$ cat src/hdl/tofh_defines.vh
// Constants for the ranging sensor bus controller
`ifndef TOFH_DEFINES_VH
`define TOFH_DEFINES_VH
`define TOFH_ADDR_WR      8'h52
`define TOFH_ADDR_RD      8'h53
`define TOFH_CLK_NS       100
`define TOFH_BIT_NS       1000
`define TOFH_QTR_CYC      ((`TOFH_BIT_NS / 4 + `TOFH_CLK_NS - 1) / `TOFH_CLK_NS)
`define TOFH_BOOT_NS      1200000
`define TOFH_BOOT_CYC     ((`TOFH_BOOT_NS + `TOFH_CLK_NS - 1) / `TOFH_CLK_NS)
`define TOFH_OP_WR        2'h0
`define TOFH_OP_RD        2'h1
`define TOFH_OP_RD_NOIDX  2'h2
`endif

$ cat src/hdl/tofh_host.v
// Bus controller that drives the ranging sensor over its serial pins
// Behaviour
// - Address byte 0x52 writes, 0x53 reads
// - Sample SDA on SCL rise, hold while high
// - Start and stop: SDA edges while SCL high
// - Eight bits MSB first, then acknowledge
// - Open with start, close with stop
// - Write sends 16-bit register index
// - Receiver acknowledges every byte except the last byte of a read
// - Controller ends read with not-acknowledge
// - Burst data without resending index
// - Open-drain lines, released reads high
// - Controller makes clock, up to 1 Mbit/s
// - Prefer interrupt pin over polling
// - Raise shutdown only with supply on
// - Multibyte accesses MSB at lowest address
`timescale 1ns/1ns
`default_nettype none
`include "tofh_defines.vh"
module tofh_host #(
  parameter BOOT_CYC = `TOFH_BOOT_CYC
) (
  input  wire        clk,
  input  wire        rst_n,
  input  wire        supply_on,
  input  wire        sensor_enable,
  output reg         shutdown_n_input,
  output wire        sensor_ready,
  input  wire        result_ready_irq_pin,
  output wire        result_pending,
  input  wire        cmd_valid,
  output wire        cmd_ready,
  input  wire [1:0]  cmd_op,
  input  wire [15:0] cmd_index,
  input  wire [2:0]  cmd_len,
  input  wire [31:0] cmd_wdata,
  output reg  [31:0] rsp_rdata,
  output reg         rsp_valid,
  output reg         rsp_nack,
  input  wire        scl_i,
  output wire        scl_o,
  output wire        scl_oe,
  input  wire        sda_i,
  output wire        sda_o,
  output wire        sda_oe
);
  localparam [9:0] S_IDLE  = 10'h001;
  localparam [9:0] S_START = 10'h002;
  localparam [9:0] S_BIT   = 10'h004;
  localparam [9:0] S_ACK   = 10'h008;
  localparam [9:0] S_STOP  = 10'h010;
  localparam [9:0] S_RSTRT = 10'h020;
  localparam [9:0] S_DONE  = 10'h040;
  localparam [9:0] S_OFF   = 10'h080;
  localparam [9:0] S_BOOT  = 10'h100;
  localparam [9:0] S_RDY   = 10'h200;
  // Last boot count, cut to the counter width
  localparam integer BOOT_LAST_I = BOOT_CYC - 1;
  localparam [17:0]  BOOT_LAST   = BOOT_LAST_I[17:0];

  wire scl_s;
  wire sda_s;
  wire irq_s;
  wire tick;
  reg  [9:0]  st_q;
  reg  [9:0]  pw_q;
  reg  [1:0]  ph_q;
  reg  [2:0]  bit_q;
  reg  [7:0]  sh_q;
  reg  [2:0]  byte_q;
  reg  [2:0]  len_q;
  reg  [1:0]  op_q;
  reg  [15:0] idx_q;
  reg  [31:0] wd_q;
  reg  [31:0] rd_q;
  reg         rx_q;
  reg         scl_lo_q;
  reg         sda_lo_q;
  reg         nack_q;
  reg  [17:0] boot_q;

  // Pin inputs pass two flip-flops
  tofh_sync u_scl (.clk(clk), .rst_n(rst_n), .d(scl_i), .q(scl_s));
  tofh_sync u_sda (.clk(clk), .rst_n(rst_n), .d(sda_i), .q(sda_s));
  tofh_sync u_irq (.clk(clk), .rst_n(rst_n), .d(result_ready_irq_pin), .q(irq_s));

  // Quarter-bit timing, 1.2 us bit period
  tofh_tick u_tick (.clk(clk), .rst_n(rst_n), .run(st_q != S_IDLE), .tick(tick));

  // Lines are only pulled low or released
  assign scl_o  = 1'b0;
  assign sda_o  = 1'b0;
  assign scl_oe = scl_lo_q;
  assign sda_oe = sda_lo_q;

  assign result_pending = !irq_s;
  assign sensor_ready   = (pw_q == S_RDY);
  // No command taken in the cycle the sensor is being shut down
  assign cmd_ready      = (st_q == S_IDLE) && (pw_q == S_RDY) && !rsp_valid &&
                          supply_on && sensor_enable;

  // Byte to send in the current slot
  function [7:0] tx_byte;
    input [2:0]  n;
    input [1:0]  op;
    input [15:0] idx;
    input [31:0] wd;
    input [2:0]  len;
    reg   [4:0]  sel;
    begin
      sel = 5'h00;
      if (n == 3'h0) begin
        tx_byte = (op == `TOFH_OP_RD_NOIDX) ? `TOFH_ADDR_RD : `TOFH_ADDR_WR;
      end else if (n == 3'h1) begin
        tx_byte = idx[15:8];
      end else if (n == 3'h2) begin
        tx_byte = idx[7:0];
      end else begin
        sel = {2'b00, len - 3'h1} << 3; // len counts bytes still to send
        tx_byte = wd[sel +: 8];
      end
    end
  endfunction

  // Power sequence: shutdown low until supply, then boot wait
  always @(posedge clk) begin
    if (!rst_n) begin
      pw_q             <= S_OFF;
      shutdown_n_input <= 1'b0;
      boot_q           <= 18'h00000;
    end else begin
      case (pw_q)
        S_OFF: begin
          shutdown_n_input <= 1'b0;
          boot_q           <= 18'h00000;
          if (supply_on && sensor_enable) begin
            pw_q             <= S_BOOT;
            shutdown_n_input <= 1'b1;
          end
        end
        S_BOOT: begin
          boot_q <= boot_q + 18'h00001;
          if (!supply_on || !sensor_enable) begin
            pw_q             <= S_OFF;
            shutdown_n_input <= 1'b0;
          end else if (boot_q == BOOT_LAST) begin
            pw_q <= S_RDY;
          end
        end
        S_RDY: begin
          if ((!supply_on || !sensor_enable) && st_q == S_IDLE) begin
            pw_q             <= S_OFF;
            shutdown_n_input <= 1'b0;
          end
        end
        default: begin
          pw_q <= S_OFF;
        end
      endcase
    end
  end

  // Transfer engine, four quarter phases per bit
  always @(posedge clk) begin
    if (!rst_n) begin
      st_q      <= S_IDLE;
      ph_q      <= 2'h0;
      bit_q     <= 3'h0;
      sh_q      <= 8'h00;
      byte_q    <= 3'h0;
      len_q     <= 3'h0;
      op_q      <= 2'h0;
      idx_q     <= 16'h0000;
      wd_q      <= 32'h00000000;
      rd_q      <= 32'h00000000;
      rx_q      <= 1'b0;
      scl_lo_q  <= 1'b0;
      sda_lo_q  <= 1'b0;
      nack_q    <= 1'b0;
      rsp_rdata <= 32'h00000000;
      rsp_valid <= 1'b0;
      rsp_nack  <= 1'b0;
    end else begin
      rsp_valid <= 1'b0;
      case (st_q)
        S_IDLE: begin
          scl_lo_q <= 1'b0;
          sda_lo_q <= 1'b0;
          if (cmd_valid && cmd_ready) begin
            op_q   <= cmd_op;
            idx_q  <= cmd_index;
            len_q  <= (cmd_len == 3'h0) ? 3'h1 : cmd_len;
            wd_q   <= cmd_wdata;
            rd_q   <= 32'h00000000;
            nack_q <= 1'b0;
            byte_q <= 3'h0;
            ph_q   <= 2'h0;
            st_q   <= S_START;
          end
        end
        S_START: if (tick) begin
          ph_q <= ph_q + 2'h1;
          if (ph_q == 2'h1) begin
            sda_lo_q <= 1'b1;
          end else if (ph_q == 2'h3) begin
            scl_lo_q <= 1'b1;
            rx_q     <= (byte_q != 3'h0) && (op_q != `TOFH_OP_WR);
            sh_q     <= tx_byte(byte_q, op_q, idx_q, wd_q, len_q);
            bit_q    <= 3'h7;
            st_q     <= S_BIT;
          end
        end
        S_BIT: if (tick) begin
          ph_q <= ph_q + 2'h1;
          case (ph_q)
            2'h0: sda_lo_q <= !rx_q && !sh_q[7];
            2'h1: scl_lo_q <= 1'b0;
            2'h2: if (scl_s) begin
              sh_q <= {sh_q[6:0], sda_s};
            end else begin
              ph_q <= ph_q; // Clock stretched by target
            end
            default: begin
              scl_lo_q <= 1'b1;
              bit_q    <= bit_q - 3'h1;
              if (bit_q == 3'h0) st_q <= S_ACK;
            end
          endcase
        end
        S_ACK: if (tick) begin
          ph_q <= ph_q + 2'h1;
          case (ph_q)
            2'h0: sda_lo_q <= rx_q && (len_q != 3'h1);
            2'h1: scl_lo_q <= 1'b0;
            2'h2: if (!scl_s) begin
              ph_q <= ph_q;
            end else if (!rx_q) begin
              nack_q <= sda_s;
            end
            default: begin
              scl_lo_q <= 1'b1;
              if (rx_q) begin
                rd_q  <= {rd_q[23:0], sh_q};
                len_q <= len_q - 3'h1;
              end else if (byte_q > 3'h2) begin
                len_q <= len_q - 3'h1;
              end
              byte_q <= byte_q + 3'h1;
              if (nack_q || (rx_q && len_q == 3'h1) ||
                  (!rx_q && byte_q > 3'h2 && len_q == 3'h1)) begin
                st_q <= S_STOP;
              end else if (op_q == `TOFH_OP_RD && byte_q == 3'h2) begin
                st_q <= S_RSTRT;
              end else begin
                rx_q  <= (op_q != `TOFH_OP_WR) && (byte_q != 3'h1 || op_q == `TOFH_OP_RD_NOIDX)
                         && !(op_q == `TOFH_OP_RD && byte_q < 3'h3);
                // Bytes left after this one once data has started
                sh_q  <= tx_byte(byte_q + 3'h1, op_q, idx_q, wd_q,
                                 (byte_q > 3'h2) ? len_q - 3'h1 : len_q);
                bit_q <= 3'h7;
                st_q  <= S_BIT;
              end
            end
          endcase
        end
        S_RSTRT: if (tick) begin
          ph_q <= ph_q + 2'h1;
          case (ph_q)
            2'h0: sda_lo_q <= 1'b0;
            2'h1: scl_lo_q <= 1'b0;
            2'h2: sda_lo_q <= scl_s;
            default: begin
              scl_lo_q <= 1'b1;
              rx_q     <= 1'b0;
              sh_q     <= `TOFH_ADDR_RD;
              bit_q    <= 3'h7;
              op_q     <= `TOFH_OP_RD_NOIDX;
              byte_q   <= 3'h0;
              st_q     <= S_BIT;
            end
          endcase
        end
        S_STOP: if (tick) begin
          ph_q <= ph_q + 2'h1;
          case (ph_q)
            2'h0: sda_lo_q <= 1'b1;
            2'h1: scl_lo_q <= 1'b0;
            2'h2: sda_lo_q <= !scl_s;
            default: st_q <= S_DONE;
          endcase
        end
        S_DONE: begin
          rsp_rdata <= rd_q;
          rsp_nack  <= nack_q;
          rsp_valid <= 1'b1;
          st_q      <= S_IDLE;
        end
        default: begin
          st_q <= S_IDLE;
        end
      endcase
    end
  end
endmodule // tofh_host
`default_nettype wire

$ cat src/hdl/tofh_sync.v
// Two-stage synchroniser for pin inputs
`timescale 1ns/1ns
`default_nettype none
module tofh_sync (
  input  wire clk,
  input  wire rst_n,
  input  wire d,
  output wire q
);
  reg s1_q;
  reg s2_q;

  // Stage one feeds only stage two
  always @(posedge clk) begin
    if (!rst_n) begin
      s1_q <= 1'b1;
      s2_q <= 1'b1;
    end else begin
      s1_q <= d;
      s2_q <= s1_q;
    end
  end
  assign q = s2_q;
endmodule // tofh_sync
`default_nettype wire

$ cat src/hdl/tofh_tick.v
// Quarter-bit tick generator for bus timing
`timescale 1ns/1ns
`default_nettype none
`include "tofh_defines.vh"
module tofh_tick (
  input  wire clk,
  input  wire rst_n,
  input  wire run,
  output wire tick
);
  // Last count of a quarter bit, cut to the counter width
  localparam integer QTR_LAST_I = `TOFH_QTR_CYC - 1;
  localparam [7:0]   QTR_LAST   = QTR_LAST_I[7:0];

  reg [7:0] cnt_q;

  // Counts quarter bit periods while running
  always @(posedge clk) begin
    if (!rst_n || !run) begin
      cnt_q <= 8'h00;
    end else if (cnt_q == QTR_LAST) begin
      cnt_q <= 8'h00;
    end else begin
      cnt_q <= cnt_q + 8'h01;
    end
  end
  assign tick = run && (cnt_q == QTR_LAST);
endmodule // tofh_tick
`default_nettype wire

$ cat config.mk
export PLATFORM = sky130hd
export DESIGN_NAME = tofh_host
export DESIGN_NICKNAME = d
export VERILOG_FILES = /design/src/hdl/tofh_host.v /design/src/hdl/tofh_sync.v /design/src/hdl/tofh_tick.v
export VERILOG_INCLUDE_DIRS = /design/src /design/src/hdl
export SDC_FILE = /design/constraint.sdc
export NUM_CORES = 1
export LEC_CHECK = 0
export BUFFER_PORTS_ARGS = -buffer_cell sky130_fd_sc_hd__buf_2
export CORE_MARGIN = 2
export CORE_UTILIZATION = 57
export DETAILED_ROUTE_END_ITERATION = 7
export PLACE_DENSITY = 0.78
export SYNTH_ARGS = -nofsm -noshare
export SYNTH_HDL_FRONTEND = slang
export SYNTH_HIERARCHICAL = 1
export SYNTH_SLANG_ARGS = --single-unit
$ cat constraint.sdc
create_clock -name clk -period 6.2 [get_ports clk]
set_input_delay 1.86 -clock clk [delete_from_list [all_inputs] [get_ports clk]]
set_output_delay 1.86 -clock clk [all_outputs]
set_load 0.02 [all_outputs]
==> flow_summary.ini <==
[timing]
timing.final.crit_share_pct = 75.0
finalHoldViolCount = 0
maxSlewViolCount = 0
max_freq_ghz = 0.215
worst_slack_ns = 1.55
slew_headroom_pct = 19.6
finalSetupTns_ns = 0
worstMarginPinSlew_ns = 1.20
min_period_ns = 4.65
finalSetupViolCount = 0
rsz0062_at_grt = no
clock-skew-final_ns = 0.00889

[worst_hold_path]
hp-class = reg -> reg

[cells_and_area]
fin_nets = 1242
final_common_cell = nand2_1
nFillCells = 1349
multi_input_area_um2 = 4910
antennaDiodeCount = 0
layout_common_cells = nand2_1 (226), dfxtp_1 (182), a21oi_1 (137)
syn2layout_area_growth_pct = 12.8
regArea_um2 = 3640
layout-drive-gt1-share_pct = 14.4
final_cells = 1388

[power_and_ir_drop]
powerDensity_nw_per_um2 = 236
leakagePower_nw = 3.67
max-vdd-ir-drop_mv = 0.199

[clocking]
cts_setup_buffers = 0
cts_resized = 0
cts_made_buffers = 17
hold_buffers = 0
cts-root-buf = clkbuf_16
insertion_delay_ns = 0.43
h-tree-depth = 4
clkSinkCount = 182
path_clk_slew_ns = 0.06
clock_path_buffers = 2
cts_tree = built

[floorplan]
rows = 45
initial_core_util_pct = 58.7
dieArea_um2 = 16800
core-area_um2 = 15300
die_x_um = 130
fp.dieH_um = 130
pin_count = 103

[critical_path]
cp-start-kind = input port
cp_data_required_time_ns = 4.34
cp_max_fo = 7
crit_arrival_ns = 2.79
criticalPathCategory = in -> out
end_kind = output port

[grt]
grt_util_met1_pct = 36.1
grt_max_degree = 91
grt_pass1_wl_mm = 37.7
grtUsageMet3_pct = 5.49
grt.total_usage_pct = 28.1
grt_use_met2_pct = 47.2
busiest_layer = met2
grt_pass1_vias = 7637
antenna_found_initial = 0
grt.overflow.total = 0

[synth]
synth.avg_cell_area_um2 = 8.09
synth_area_um2 = 8990
yosysTopAreaCell = dfxtp_1
ys_ff_latch = 182
synth_warnings = 6
synth_edf_count = 0
netlist_instances = 1112
synth-main-ff-cell = dfxtp_1
synth_cell_types = 72
netlist_top_cells_area = dfxtp_1 (41%), nand2_1 (9.4%), a21oi_1 (7.6%), a22o_1 (3.2%), mux2i_1 (3.0%)
yosysSeqAreaShare_pct = 40.5
async_flop_share_pct = 0
synth_top_area_share_pct = 40.5

[place]
pre_cts_slack_ns = 1.52
gp_congestion = 0.952
io_buffers = 100
dp_hpwl_mm = 15.9
placed_cells = 1357

[routing]
drtIter0Drc = 677
wl_per_cell_um = 16.6
post-route-drc-count = 0
vias_per_cell = 5.96
vias = 8273
postRouteAntennaNets = 0
first_pass_iters = 5
routed_wl_mm = 23.0

[status]
outcome = finished, final reports clean

[run]
drv_cap = 0
[metrics by stage]
stage               utilization, %  power [mW]  hold slack, ns  instance area, µm²
global placement              62.1        1.26           0.402                9510
floorplan                        -        1.23           0.386                8990
CTS                           66.2        2.41           0.421               10100
finish                        66.2        2.40           0.413               10100
global route                  66.2        2.46           0.448               10100
detailed placement            62.1        1.26           0.401                9510
[layer usage]
layer	wire length, µm	up-vias	share of wire, %
met2	11100	271	48
met3	1350	51	5.8
li1	-	4069	-
met5	0	-	0
met1	9970	3882	43
met4	625	0	2.7
[power by group]
part	switching [mW]	internal, mW
logic	0.0372	0.0209
registers	0.00253	1.17
clock network	0.472	0.693
[area by class of cell]
class                      instances  share of cell area [%]
clock buffer                      19                    4.37
clock inverter                    12                    1.87
inverter                          33                    1.23
multi-input combinational        822                    48.4
sequential                       182                    35.9
tap                              211                    2.60
timing repair buffer             109                    5.60
[kinds of logic (layout without fill, tap and decap cells)]
kind of cell | count (synthesis) | count (layout) | synth area share (%)
flip-flops | 182 | 182 | 40.5
AND/OR/NAND/NOR | 446 | 446 | 23.2
AO/OA/AOI/OAI | 307 | 307 | 21.8
adder cells (fa/ha/maj) | 16 | 16 | 2.23
multiplexers | 44 | 44 | 6.51
buffers and inverters | 109 | 173 | 5.00
XOR/XNOR | 7 | 7 | 0.682
other | 1 | 2 | 0.0417
[cell usage after synthesis (5+ instances only)]
cell,number
and2_1,9
nor4b_1,5
buf_2,5
dfxtp_1,182
nand3_1,35
a21o_1,5
and4_1,6
mux4_2,11
o211ai_1,7
nor4_1,5
a22oi_1,7
nand2b_1,21
nand4_1,13
nor3b_1,5
ha_1,16
o21ai_0,41
nand2_1,226
nor2b_1,9
a2bb2oi_1,7
and3_1,6
o31ai_1,6
inv_1,33
nor2_1,64
or3_1,8
a211o_1,5
a311oi_1,8
a22o_1,33
nor3_1,17
a21oi_1,137
o22ai_1,12
mux2i_1,27
clkbuf_1,63
[flip-flops by register name, summed over array words and instances (netlist names), 2 cells and up]
signal,flops
bit_q,3
boot_q,18
byte_q,3
idx_q,16
len_q,3
op_q,2
ph_q,2
pw_q,3
rd_q,32
rsp_rdata,32
sh_q,8
st_q,7
u_tick/cnt_q,8
wd_q,32
[path summary, 6_finish.rpt]
| check | from | cells after the start | slack [ns] | end |
|---|---|---|---|---|
| hold / removal | u_irq/s1_q | 1 | 0.41 | u_irq/q |
| setup / recovery | supply_on | 5 | 1.55 | cmd_ready |
| hold reg to reg | u_irq/s1_q | 1 | 0.41 | u_irq/q |
| setup reg to reg | st_q[3] | 12 | 2.11 | rd_q[6] |
[worst max-delay path, stage by stage]
cell and delay (ns):
buf_2 0.09, nand2_1 0.14, nor3_1 0.36, and2_1 0.19, buf_2 0.16
(Power assumes the default switching activity.)
